`src/verilog/bcw_pkg.sv`:
```
// Package of constants for the bus cycle wait and release controller.
package bcw_pkg;

	// ==========================================================
	// APB register map
	localparam logic [7:0] ADDR_DWC    = 8'h00;
	localparam logic [7:0] ADDR_CTRL   = 8'h04;
	localparam logic [7:0] ADDR_STATUS = 8'h08;

	// ==========================================================
	// Wait control register fields
	localparam int MWS_HI = 7;
	localparam int MWS_LO = 6;
	localparam int IWS_HI = 5;
	localparam int IWS_LO = 4;
	localparam logic [7:0] DWC_RESET = 8'hF0;

	// ==========================================================
	// Control register fields
	localparam int CTRL_GO     = 0;
	localparam int CTRL_KIND_LO = 1;
	localparam int CTRL_KIND_HI = 3;
	localparam int CTRL_FETCH  = 4;
	localparam int CTRL_ADDR_LO = 8;
	localparam int CTRL_ADDR_HI = 27;

	// ==========================================================
	// Reset timing and addresses
	localparam int RESET_HOLD_CYCLES = 6;
	localparam logic [19:0] RESTART_ADDR = 20'h00000;
	localparam logic [19:0] ONCHIP_IO_TOP = 20'h0003F;

	// ==========================================================
	// Wait counts for interrupt acknowledge and on-chip data registers
	localparam logic [2:0] EXT_IRQ_ZERO_W00 = 3'h2;
	localparam logic [2:0] EXT_IRQ_ZERO_W01 = 3'h4;
	localparam logic [2:0] EXT_IRQ_ZERO_W10 = 3'h5;
	localparam logic [2:0] EXT_IRQ_ZERO_W11 = 3'h6;
	localparam logic [2:0] INTX_W   = 3'h2;
	localparam logic [2:0] NMI_W    = 3'h0;
	localparam logic [2:0] DATA_REG_W = 3'h4;

	// ==========================================================
	// Machine cycle kinds
	typedef enum logic [2:0] {
		MC_INTERNAL = 3'b000,
		MC_MEM      = 3'b001,
		MC_IO       = 3'b010,
		MC_EXT_IRQ_ZERO_ACK = 3'b011,
		MC_INTX_ACK = 3'b100,
		MC_NMI_ACK  = 3'b101,
		MC_DATA_REG = 3'b110
	} bcw_kind_t;

	// Clock states of a machine cycle.
	typedef enum logic [2:0] {
		ST_IDLE = 3'b000,
		ST_T1   = 3'b001,
		ST_T2   = 3'b010,
		ST_TW   = 3'b011,
		ST_T3   = 3'b100,
		ST_TX   = 3'b101
	} bcw_state_t;

endpackage : bcw_pkg

```
`src/verilog/bcw_top.sv`:
```
// Bus cycle controller with wait state generation and bus release.
//
// The placing of the registers and the APB slave port were chosen for this implementation.
`timescale 1ns/1ns
// Summary of operation
// - Reset pin low six or more clocks restarts execution at address 00000H.
// - Bus hold request low asks for the bus; grant driven low after release.
// - Release only at cycle boundary; bus cycles T1 T2 T3 plus waits.
// - While released, address, data and request strobes float.
// - No refresh while released; the other master refreshes memory itself.
// - Hold request sampled before T3, T1 and each release state.
// - Waits come from external wait OR internal generator, CPU and DMA alike.
// - External wait sampled in T2 and each wait state; low adds a wait.
// - No refresh during wait states.
// - Memory wait field bits 7:6 add 0 to 3 waits.
// - I/O wait field bits 5:4 give 1 to 4 waits.
// - Zeroth interrupt acknowledge with fetch strobe low gets 2,4,5,6 waits.
// - Other interrupt acknowledges get 2 waits; nonmaskable gets 0.
// - Wait count is the larger of external and internal requests.
// - On-chip I/O range 0000H-003FH ignores the I/O wait field.
// - On-chip data registers get 4 waits; others none, three clocks.
// - Acknowledge cycles with fetch strobe high use memory timing and waits.
// - Reset sets all four wait field bits to one.
// - Wait ignored in reset; reset aborts a waited cycle.
// - Indexed store runs two fetches, displacement read, idle, then write.
// - Bus cycles are T1, T2, waits, T3; internal operation is T1 only.
module bcw_top (
	// System
	input  wire logic        clk_sys,
	input  wire logic        rst,
	// APB slave
	input  wire logic        psel,
	input  wire logic        penable,
	input  wire logic        pwrite,
	input  wire logic [7:0]  paddr,
	input  wire logic [31:0] pwdata,
	output logic [31:0]      prdata,
	output logic             pready,
	output logic             pslverr,
	// Device pins
	input  wire logic        reset_pin_n,
	input  wire logic        wait_n,
	input  wire logic        bus_hold_request_n,
	output logic             bus_hold_grant_n,
	output logic             restart_q,
	output logic             refresh_allow,
	output logic [19:0]      addr_out,
	output logic             addr_oe_n,
	output logic             memory_request_strobe_n,
	output logic             io_request_strobe_n,
	output logic             opcode_fetch_strobe_n,
	output logic             strobe_oe_n,
	output logic             data_oe_n
);

	// ==========================================================
	// Registers
	logic [7:0]          dwc_q;
	logic                go_q;
	bcw_pkg::bcw_kind_t  kind_q;
	logic                fetch_q;
	logic [19:0]         cyc_addr_q;
	bcw_pkg::bcw_state_t st_q;
	logic [2:0]          wcnt_q;
	logic [2:0]          rst_cnt_q;
	logic                in_reset;
	logic [2:0]          int_waits;
	logic                is_bus_cycle;

	// Internal wait count for the cycle kind held in the control register.
	function automatic logic [2:0] gen_waits(input bcw_pkg::bcw_kind_t k, input logic f,
		input logic [1:0] mw, input logic [1:0] iw, input logic [19:0] a);
		logic [2:0] r;
		r = 3'h0;
		case (k)
			bcw_pkg::MC_MEM: r = {1'b0, mw};
			bcw_pkg::MC_IO: begin
				if (a <= bcw_pkg::ONCHIP_IO_TOP)
					r = 3'h0;
				else
					r = {1'b0, iw} + 3'h1;
			end
			bcw_pkg::MC_DATA_REG: r = bcw_pkg::DATA_REG_W;
			bcw_pkg::MC_EXT_IRQ_ZERO_ACK: begin
				if (!f)
					r = {1'b0, mw};
				else begin
					case (iw)
						2'b00:   r = bcw_pkg::EXT_IRQ_ZERO_W00;
						2'b01:   r = bcw_pkg::EXT_IRQ_ZERO_W01;
						2'b10:   r = bcw_pkg::EXT_IRQ_ZERO_W10;
						default: r = bcw_pkg::EXT_IRQ_ZERO_W11;
					endcase
				end
			end
			// The fetch bit set means the fetch strobe is driven low in this cycle.
			bcw_pkg::MC_INTX_ACK: r = f ? bcw_pkg::INTX_W : {1'b0, mw};
			bcw_pkg::MC_NMI_ACK: r = f ? bcw_pkg::NMI_W : {1'b0, mw};
			default: r = 3'h0;
		endcase
		return r;
	endfunction : gen_waits

	assign in_reset = (rst_cnt_q == 3'(bcw_pkg::RESET_HOLD_CYCLES));
	assign int_waits = gen_waits(kind_q, fetch_q, dwc_q[bcw_pkg::MWS_HI:bcw_pkg::MWS_LO],
		dwc_q[bcw_pkg::IWS_HI:bcw_pkg::IWS_LO], cyc_addr_q);
	assign is_bus_cycle = (kind_q != bcw_pkg::MC_INTERNAL);

	// ==========================================================
	// Reset pin qualification: counts held-low clocks.
	always_ff @(posedge clk_sys) begin
		if (rst)
			rst_cnt_q <= 3'h0;
		else if (reset_pin_n)
			rst_cnt_q <= 3'h0;
		else if (!in_reset)
			rst_cnt_q <= rst_cnt_q + 3'h1;
	end

	always_ff @(posedge clk_sys) begin
		if (rst)
			restart_q <= 1'b0;
		else
			restart_q <= in_reset;
	end

	// ==========================================================
	// APB slave: zero-wait, answers in the access phase.
	always_ff @(posedge clk_sys) begin
		if (rst || in_reset) begin
			dwc_q <= bcw_pkg::DWC_RESET;
		end else if (psel && penable && pwrite && paddr == bcw_pkg::ADDR_DWC) begin
			dwc_q <= pwdata[7:0];
		end
	end

	always_ff @(posedge clk_sys) begin
		if (rst || in_reset) begin
			go_q       <= 1'b0;
			kind_q     <= bcw_pkg::MC_INTERNAL;
			fetch_q    <= 1'b0;
			cyc_addr_q <= bcw_pkg::RESTART_ADDR;
		end else if (psel && penable && pwrite && paddr == bcw_pkg::ADDR_CTRL) begin
			go_q       <= pwdata[bcw_pkg::CTRL_GO];
			kind_q     <= bcw_pkg::bcw_kind_t'(pwdata[bcw_pkg::CTRL_KIND_HI:bcw_pkg::CTRL_KIND_LO]);
			fetch_q    <= pwdata[bcw_pkg::CTRL_FETCH];
			cyc_addr_q <= pwdata[bcw_pkg::CTRL_ADDR_HI:bcw_pkg::CTRL_ADDR_LO];
		end
	end

	always_ff @(posedge clk_sys) begin
		if (rst) begin
			prdata  <= 32'h0;
			pready  <= 1'b0;
			pslverr <= 1'b0;
		end else begin
			pready  <= psel && !penable;
			pslverr <= 1'b0;
			prdata  <= 32'h0;
			if (psel && !penable) begin
				case (paddr)
					bcw_pkg::ADDR_DWC:    prdata <= {24'h0, dwc_q};
					bcw_pkg::ADDR_CTRL:   prdata <= {4'h0, cyc_addr_q, 3'h0, fetch_q, kind_q, go_q};
					bcw_pkg::ADDR_STATUS: prdata <= {24'h0, wcnt_q, ~bus_hold_grant_n, 1'b0, st_q};
					default:              pslverr <= 1'b1;
				endcase
			end
		end
	end

	// ==========================================================
	// Machine cycle sequencer. Pins are synchronous, so the falling-edge
	// samples are taken at the rising edge that ends the state before.
	always_ff @(posedge clk_sys) begin
		if (rst || in_reset) begin
			st_q   <= bcw_pkg::ST_IDLE;
			wcnt_q <= 3'h0;
		end else begin
			case (st_q)
				bcw_pkg::ST_IDLE: begin
					if (!bus_hold_request_n)
						st_q <= bcw_pkg::ST_TX;
					else if (go_q)
						st_q <= bcw_pkg::ST_T1;
				end
				bcw_pkg::ST_T1: begin
					wcnt_q <= 3'h0;
					if (is_bus_cycle)
						st_q <= bcw_pkg::ST_T2;
					else if (!bus_hold_request_n)
						st_q <= bcw_pkg::ST_TX;
					else
						st_q <= go_q ? bcw_pkg::ST_T1 : bcw_pkg::ST_IDLE;
				end
				bcw_pkg::ST_T2, bcw_pkg::ST_TW: begin
					// Larger of the two counts equals the OR of the two requests.
					if (!wait_n || wcnt_q < int_waits) begin
						st_q   <= bcw_pkg::ST_TW;
						wcnt_q <= wcnt_q + 3'h1;
					end else
						st_q <= bcw_pkg::ST_T3;
				end
				bcw_pkg::ST_T3: begin
					if (!bus_hold_request_n)
						st_q <= bcw_pkg::ST_TX;
					else
						st_q <= go_q ? bcw_pkg::ST_T1 : bcw_pkg::ST_IDLE;
				end
				bcw_pkg::ST_TX: begin
					if (bus_hold_request_n)
						st_q <= go_q ? bcw_pkg::ST_T1 : bcw_pkg::ST_IDLE;
				end
				default: st_q <= bcw_pkg::ST_IDLE;
			endcase
		end
	end

	// ==========================================================
	// Pin drivers, all registered; strobes, grant and enables from the current st_q, one clock behind the state.
	always_ff @(posedge clk_sys) begin
		if (rst) begin
			bus_hold_grant_n        <= 1'b1;
			refresh_allow           <= 1'b0;
			addr_out                <= bcw_pkg::RESTART_ADDR;
			addr_oe_n               <= 1'b0;
			strobe_oe_n             <= 1'b0;
			data_oe_n               <= 1'b1;
			memory_request_strobe_n <= 1'b1;
			io_request_strobe_n     <= 1'b1;
			opcode_fetch_strobe_n   <= 1'b1;
		end else begin
			bus_hold_grant_n <= (st_q != bcw_pkg::ST_TX);
			// Refresh never runs in waits or while the bus is away.
			refresh_allow <= (st_q != bcw_pkg::ST_TX) && (st_q != bcw_pkg::ST_TW);
			addr_oe_n     <= (st_q == bcw_pkg::ST_TX);
			strobe_oe_n   <= (st_q == bcw_pkg::ST_TX);
			data_oe_n     <= 1'b1;
			addr_out      <= in_reset ? bcw_pkg::RESTART_ADDR : cyc_addr_q;
			memory_request_strobe_n <= !(is_bus_cycle && kind_q != bcw_pkg::MC_IO &&
				kind_q != bcw_pkg::MC_DATA_REG && (st_q == bcw_pkg::ST_T2 || st_q == bcw_pkg::ST_TW));
			io_request_strobe_n <= !((kind_q == bcw_pkg::MC_IO || kind_q == bcw_pkg::MC_DATA_REG) &&
				(st_q == bcw_pkg::ST_T2 || st_q == bcw_pkg::ST_TW));
			// Two fetch cycles of an indexed store are issued by software with the fetch bit set.
			opcode_fetch_strobe_n <= !(fetch_q && (st_q == bcw_pkg::ST_T2 || st_q == bcw_pkg::ST_TW));
		end
	end

endmodule : bcw_top

```
`config.mk`:
```
export PLATFORM = sky130hd
export DESIGN_NAME = bcw_top
export DESIGN_NICKNAME = d
export VERILOG_FILES = /design/src/verilog/bcw_pkg.sv /design/src/verilog/bcw_top.sv
export SDC_FILE = /design/constraint.sdc
export NUM_CORES = 1
export LEC_CHECK = 0
export ABC_AREA = 0
export BUFFER_PORTS_ARGS = -buffer_cell sky130_fd_sc_hd__buf_2
export CORE_UTILIZATION = 45
export CTS_CLUSTER_DIAMETER = 80
export DETAILED_ROUTE_END_ITERATION = 8
export GPL_TIMING_DRIVEN = 0
export HOLD_SLACK_MARGIN = 0.12
export PLACE_DENSITY = 0.74
export SLEW_MARGIN = 30
export SYNTH_ARGS = -nofsm -noshare
export SYNTH_HDL_FRONTEND = slang
export SYNTH_SLANG_ARGS = --single-unit
```
`constraint.sdc`:
```
create_clock -name clk_sys -period 2.4 [get_ports clk_sys]
set_input_delay 0.24 -clock clk_sys [delete_from_list [all_inputs] [get_ports clk_sys]]
set_output_delay 0.24 -clock clk_sys [all_outputs]
set_load 0.02 [all_outputs]
```
==> results.ini <==
[power_and_ir_drop]
peakVddDrop_uv = 311.3
combPwrFrac = 0.051
power.leakage_nw = 2.152
p_clk_frac = 0.366
pwr_density_cell_nw_per_um2 = 590.1
p_total_w = 0.002833
intPower_w = 0.002202
sw_frac_of_total = 0.2227
p_seq_frac = 0.583
switchingPower_w = 0.0006310

[layout]
syn_to_final_growth_pct = 33.23
fin_nets = 589
seqCellArea_um2 = 1988
nFillCells = 675
layout-drive-gt1-share = 0.2974
multiInputGateArea_um2 = 1565
stdcell_count = 640
num_antenna_cells = 0

[drt]
remaining_drc_errors = 0
viasPerCell = 4.948
via_count = 3167
wirelength_um = 8877
wire_per_inst_um = 13.87
drtAntennaViolNets = 0
dr.pass1.iters = 4
drt_iter0_drc = 145

[floorplan]
num_rows = 32
die_h_um = 91.49
die_area_um2 = 8370
initial_core_util = 0.4663
core_area_um2 = 7727
ios = 111
dieWidth_um = 91.49

[clock_network]
cts_max_path_buffers = 2
clock-root-buffer = clkbuf_8
htreeDepth = 3
cts_buffers = 9
tritoncts = done
clk_pin_slew_ps = 90
clock_sinks = 99
clk_latency_ps = 360

[critical_path]
end_kind = flop
crit_fanout = 5
cp-start-kind = flop
worst-setup-path-type = reg -> reg
cp.required_ps = 2640
worstPathArrival_ps = 2750

[logic_synthesis]
synth.avg_cell_area_um2 = 9.216
ys_async_sr_fraction = 0
yosys.cell_types.count = 41
synth_edf_count = 0
synth-seq-area-share = 0.5500
syn_area_um2 = 3603
postSynthCellCount = 391
yosysWarnings = 0
ys_ff_latch = 99
ys.flop_type = dfxtp_1

[sta]
period_needed_ps = 2516
relSlewSlack = 0.5451
fmax_mhz = 397.5
postLayoutSetupSlackWorst_ps = -115.9
setup_viol_count_final = 4
hold_viol_final = 0
period_share = 1.048
tns_ps = -337.8
rsz0062_at_grt = yes
tightest_slew_ps = 682.4
fin_worst_skew_ps = 7.730
timing.hold.ws_ps = 127.5
drv_slew = 0

[min_path]
hold_path_class = in -> reg

[grt]
grt_start_max_net_pins = 17
antenna_found_initial = 0
grt_usage = 0.2156
overflow = 0
grt_pass1_vias = 2942
grt_pass1_wl_um = 14040

[place]
place_ws_ps = -328.8
dp.final_hpwl_um = 6109
port_buffers = 100
finalWeightedCongestion = 0.8851
dp_cells = 596

[job]
cap_viol_max_count = 0

[status]
status = complete, but fails checks
failed_checks = negative setup slack

[per-layer routing]
metal	wire (um)	global-route usage
met5	0	0
met4	195	0.09524
met3	513	0.03853
met2	4300	0.3609
met1	3867	0.2705
[registers in the layout, indices dropped and copies added, names as in the netlist, 3 cells and up]
register / flops
prdata: 28
addr_out: 20
cyc_addr_q: 20
dwc_q: 8
kind_q: 3
rst_cnt_q: 3
st_q: 3
wcnt_q: 3
[placed cells by master, fill, tap and decap left out, types with 2 or more instances in the layout]
cell             n
a21oi_1         36
a2111oi_2        2
dfxtp_2          2
nand2_1         65
o21a_1           2
o21ai_0          5
nor2b_1          5
and3_1           2
dfxtp_1         96
nand3b_1         2
clkinv_2         3
inv_6            2
nand2b_1         4
and2_1          40
nand4_1          3
conb_1           5
a21oi_2          2
clkbuf_8         9
ha_1             6
nor4_2           2
clkbuf_1        13
buf_2          106
nor3_1           9
nor2_1          23
buf_4           15
dlygate4sd3_1   20
or3_1            3
inv_1            6
nor3_2           2
mux2i_1         15
[cell families (layout without fill, tap and decap cells)]
logic type,count (synthesis),count (layout),synth area share
XOR/XNOR,2,2,0.004862
other,2,5,0.002084
adder cells (fa/ha/maj),8,8,0.02778
AND/OR/NAND/NOR,169,169,0.2306
flip-flops,99,99,0.5500
multiplexers,15,15,0.04167
AO/OA/AOI/OAI,61,61,0.09723
buffers and inverters,35,179,0.04583
[worst paths after layout]
kind | from | endpoint | slack (ps) | depth (start not counted)
setup / recovery | cyc_addr_q[12] | wcnt_q[0] | -120 | 11
hold / removal | pwdata[24] | cyc_addr_q[16] | 130 | 3
setup reg to reg | cyc_addr_q[12] | wcnt_q[0] | -120 | 11
hold reg to reg | cyc_addr_q[3] | cyc_addr_q[3] | 460 | 2
[cell type report]
class,instances,area share
clock buffers,10,0.02658
well taps,102,0.02658
repair buffers,128,0.1585
inverters,8,0.006776
clock inverters,6,0.01303
flip-flops and latches,99,0.4141
multi-input cells,260,0.3260
plain buffers,27,0.02841
[worst max-delay path: stages (launching register included)]
cell,delay (ps)
dfxtp_2,350
nor4_2,310
nand4_1,210
a21oi_1,210
o22ai_1,130
nand2_1,90
ha_1,270
a21oi_4,180
nand2_2,80
a211oi_4,330
o21ai_1,80
nor3b_2,150
[per-stage QoR]
stage	area (um2)	utilization
CTS	4720	0.6108
global placement	4248	0.5497
floorplan	3620	-
detailed placement	4248	0.5497
finish	4801	0.6213
global route	4801	0.6213
[power by group through the flow]
stage,sequential (W),clock [W],combinational (W)
after floorplan,0.00169,0,0.0000537
after global placement,0.00169,0,0.000114
after detailed placement,0.00169,0,0.000116
after CTS,0.00165,0.00105,0.000140
after global routing,0.00165,0.00114,0.000158
final,0.00165,0.00104,0.000145
[synth_stat cells, types with 3 or more instances]
cell type | count | area [um2]
inv_1 | 8 | 30.03
clkbuf_1 | 13 | 48.80
nand2b_1 | 4 | 25.02
ha_1 | 8 | 100.1
buf_4 | 7 | 52.55
mux2i_1 | 15 | 150.1
a2111oi_0 | 3 | 26.28
dfxtp_1 | 99 | 1982
and2_1 | 41 | 256.5
nand2_1 | 66 | 247.7
nand4_1 | 3 | 18.77
o21ai_0 | 7 | 35.03
buf_2 | 6 | 30.03
nor3_1 | 10 | 50.05
a21oi_1 | 39 | 195.2
nor4_1 | 3 | 18.77
or3_1 | 3 | 18.77
nor2b_1 | 5 | 31.28
nor2_1 | 23 | 86.33
[what timing repair did]
action                                 CTS  global route
setup endpoints to repair                6             6
hold buffers                            18             2
endpoints found under the hold margin   20             2
pin swaps                                8            16
buffers inserted                         4             4
resized for setup                       20             9
(Power assumes the default switching activity.)
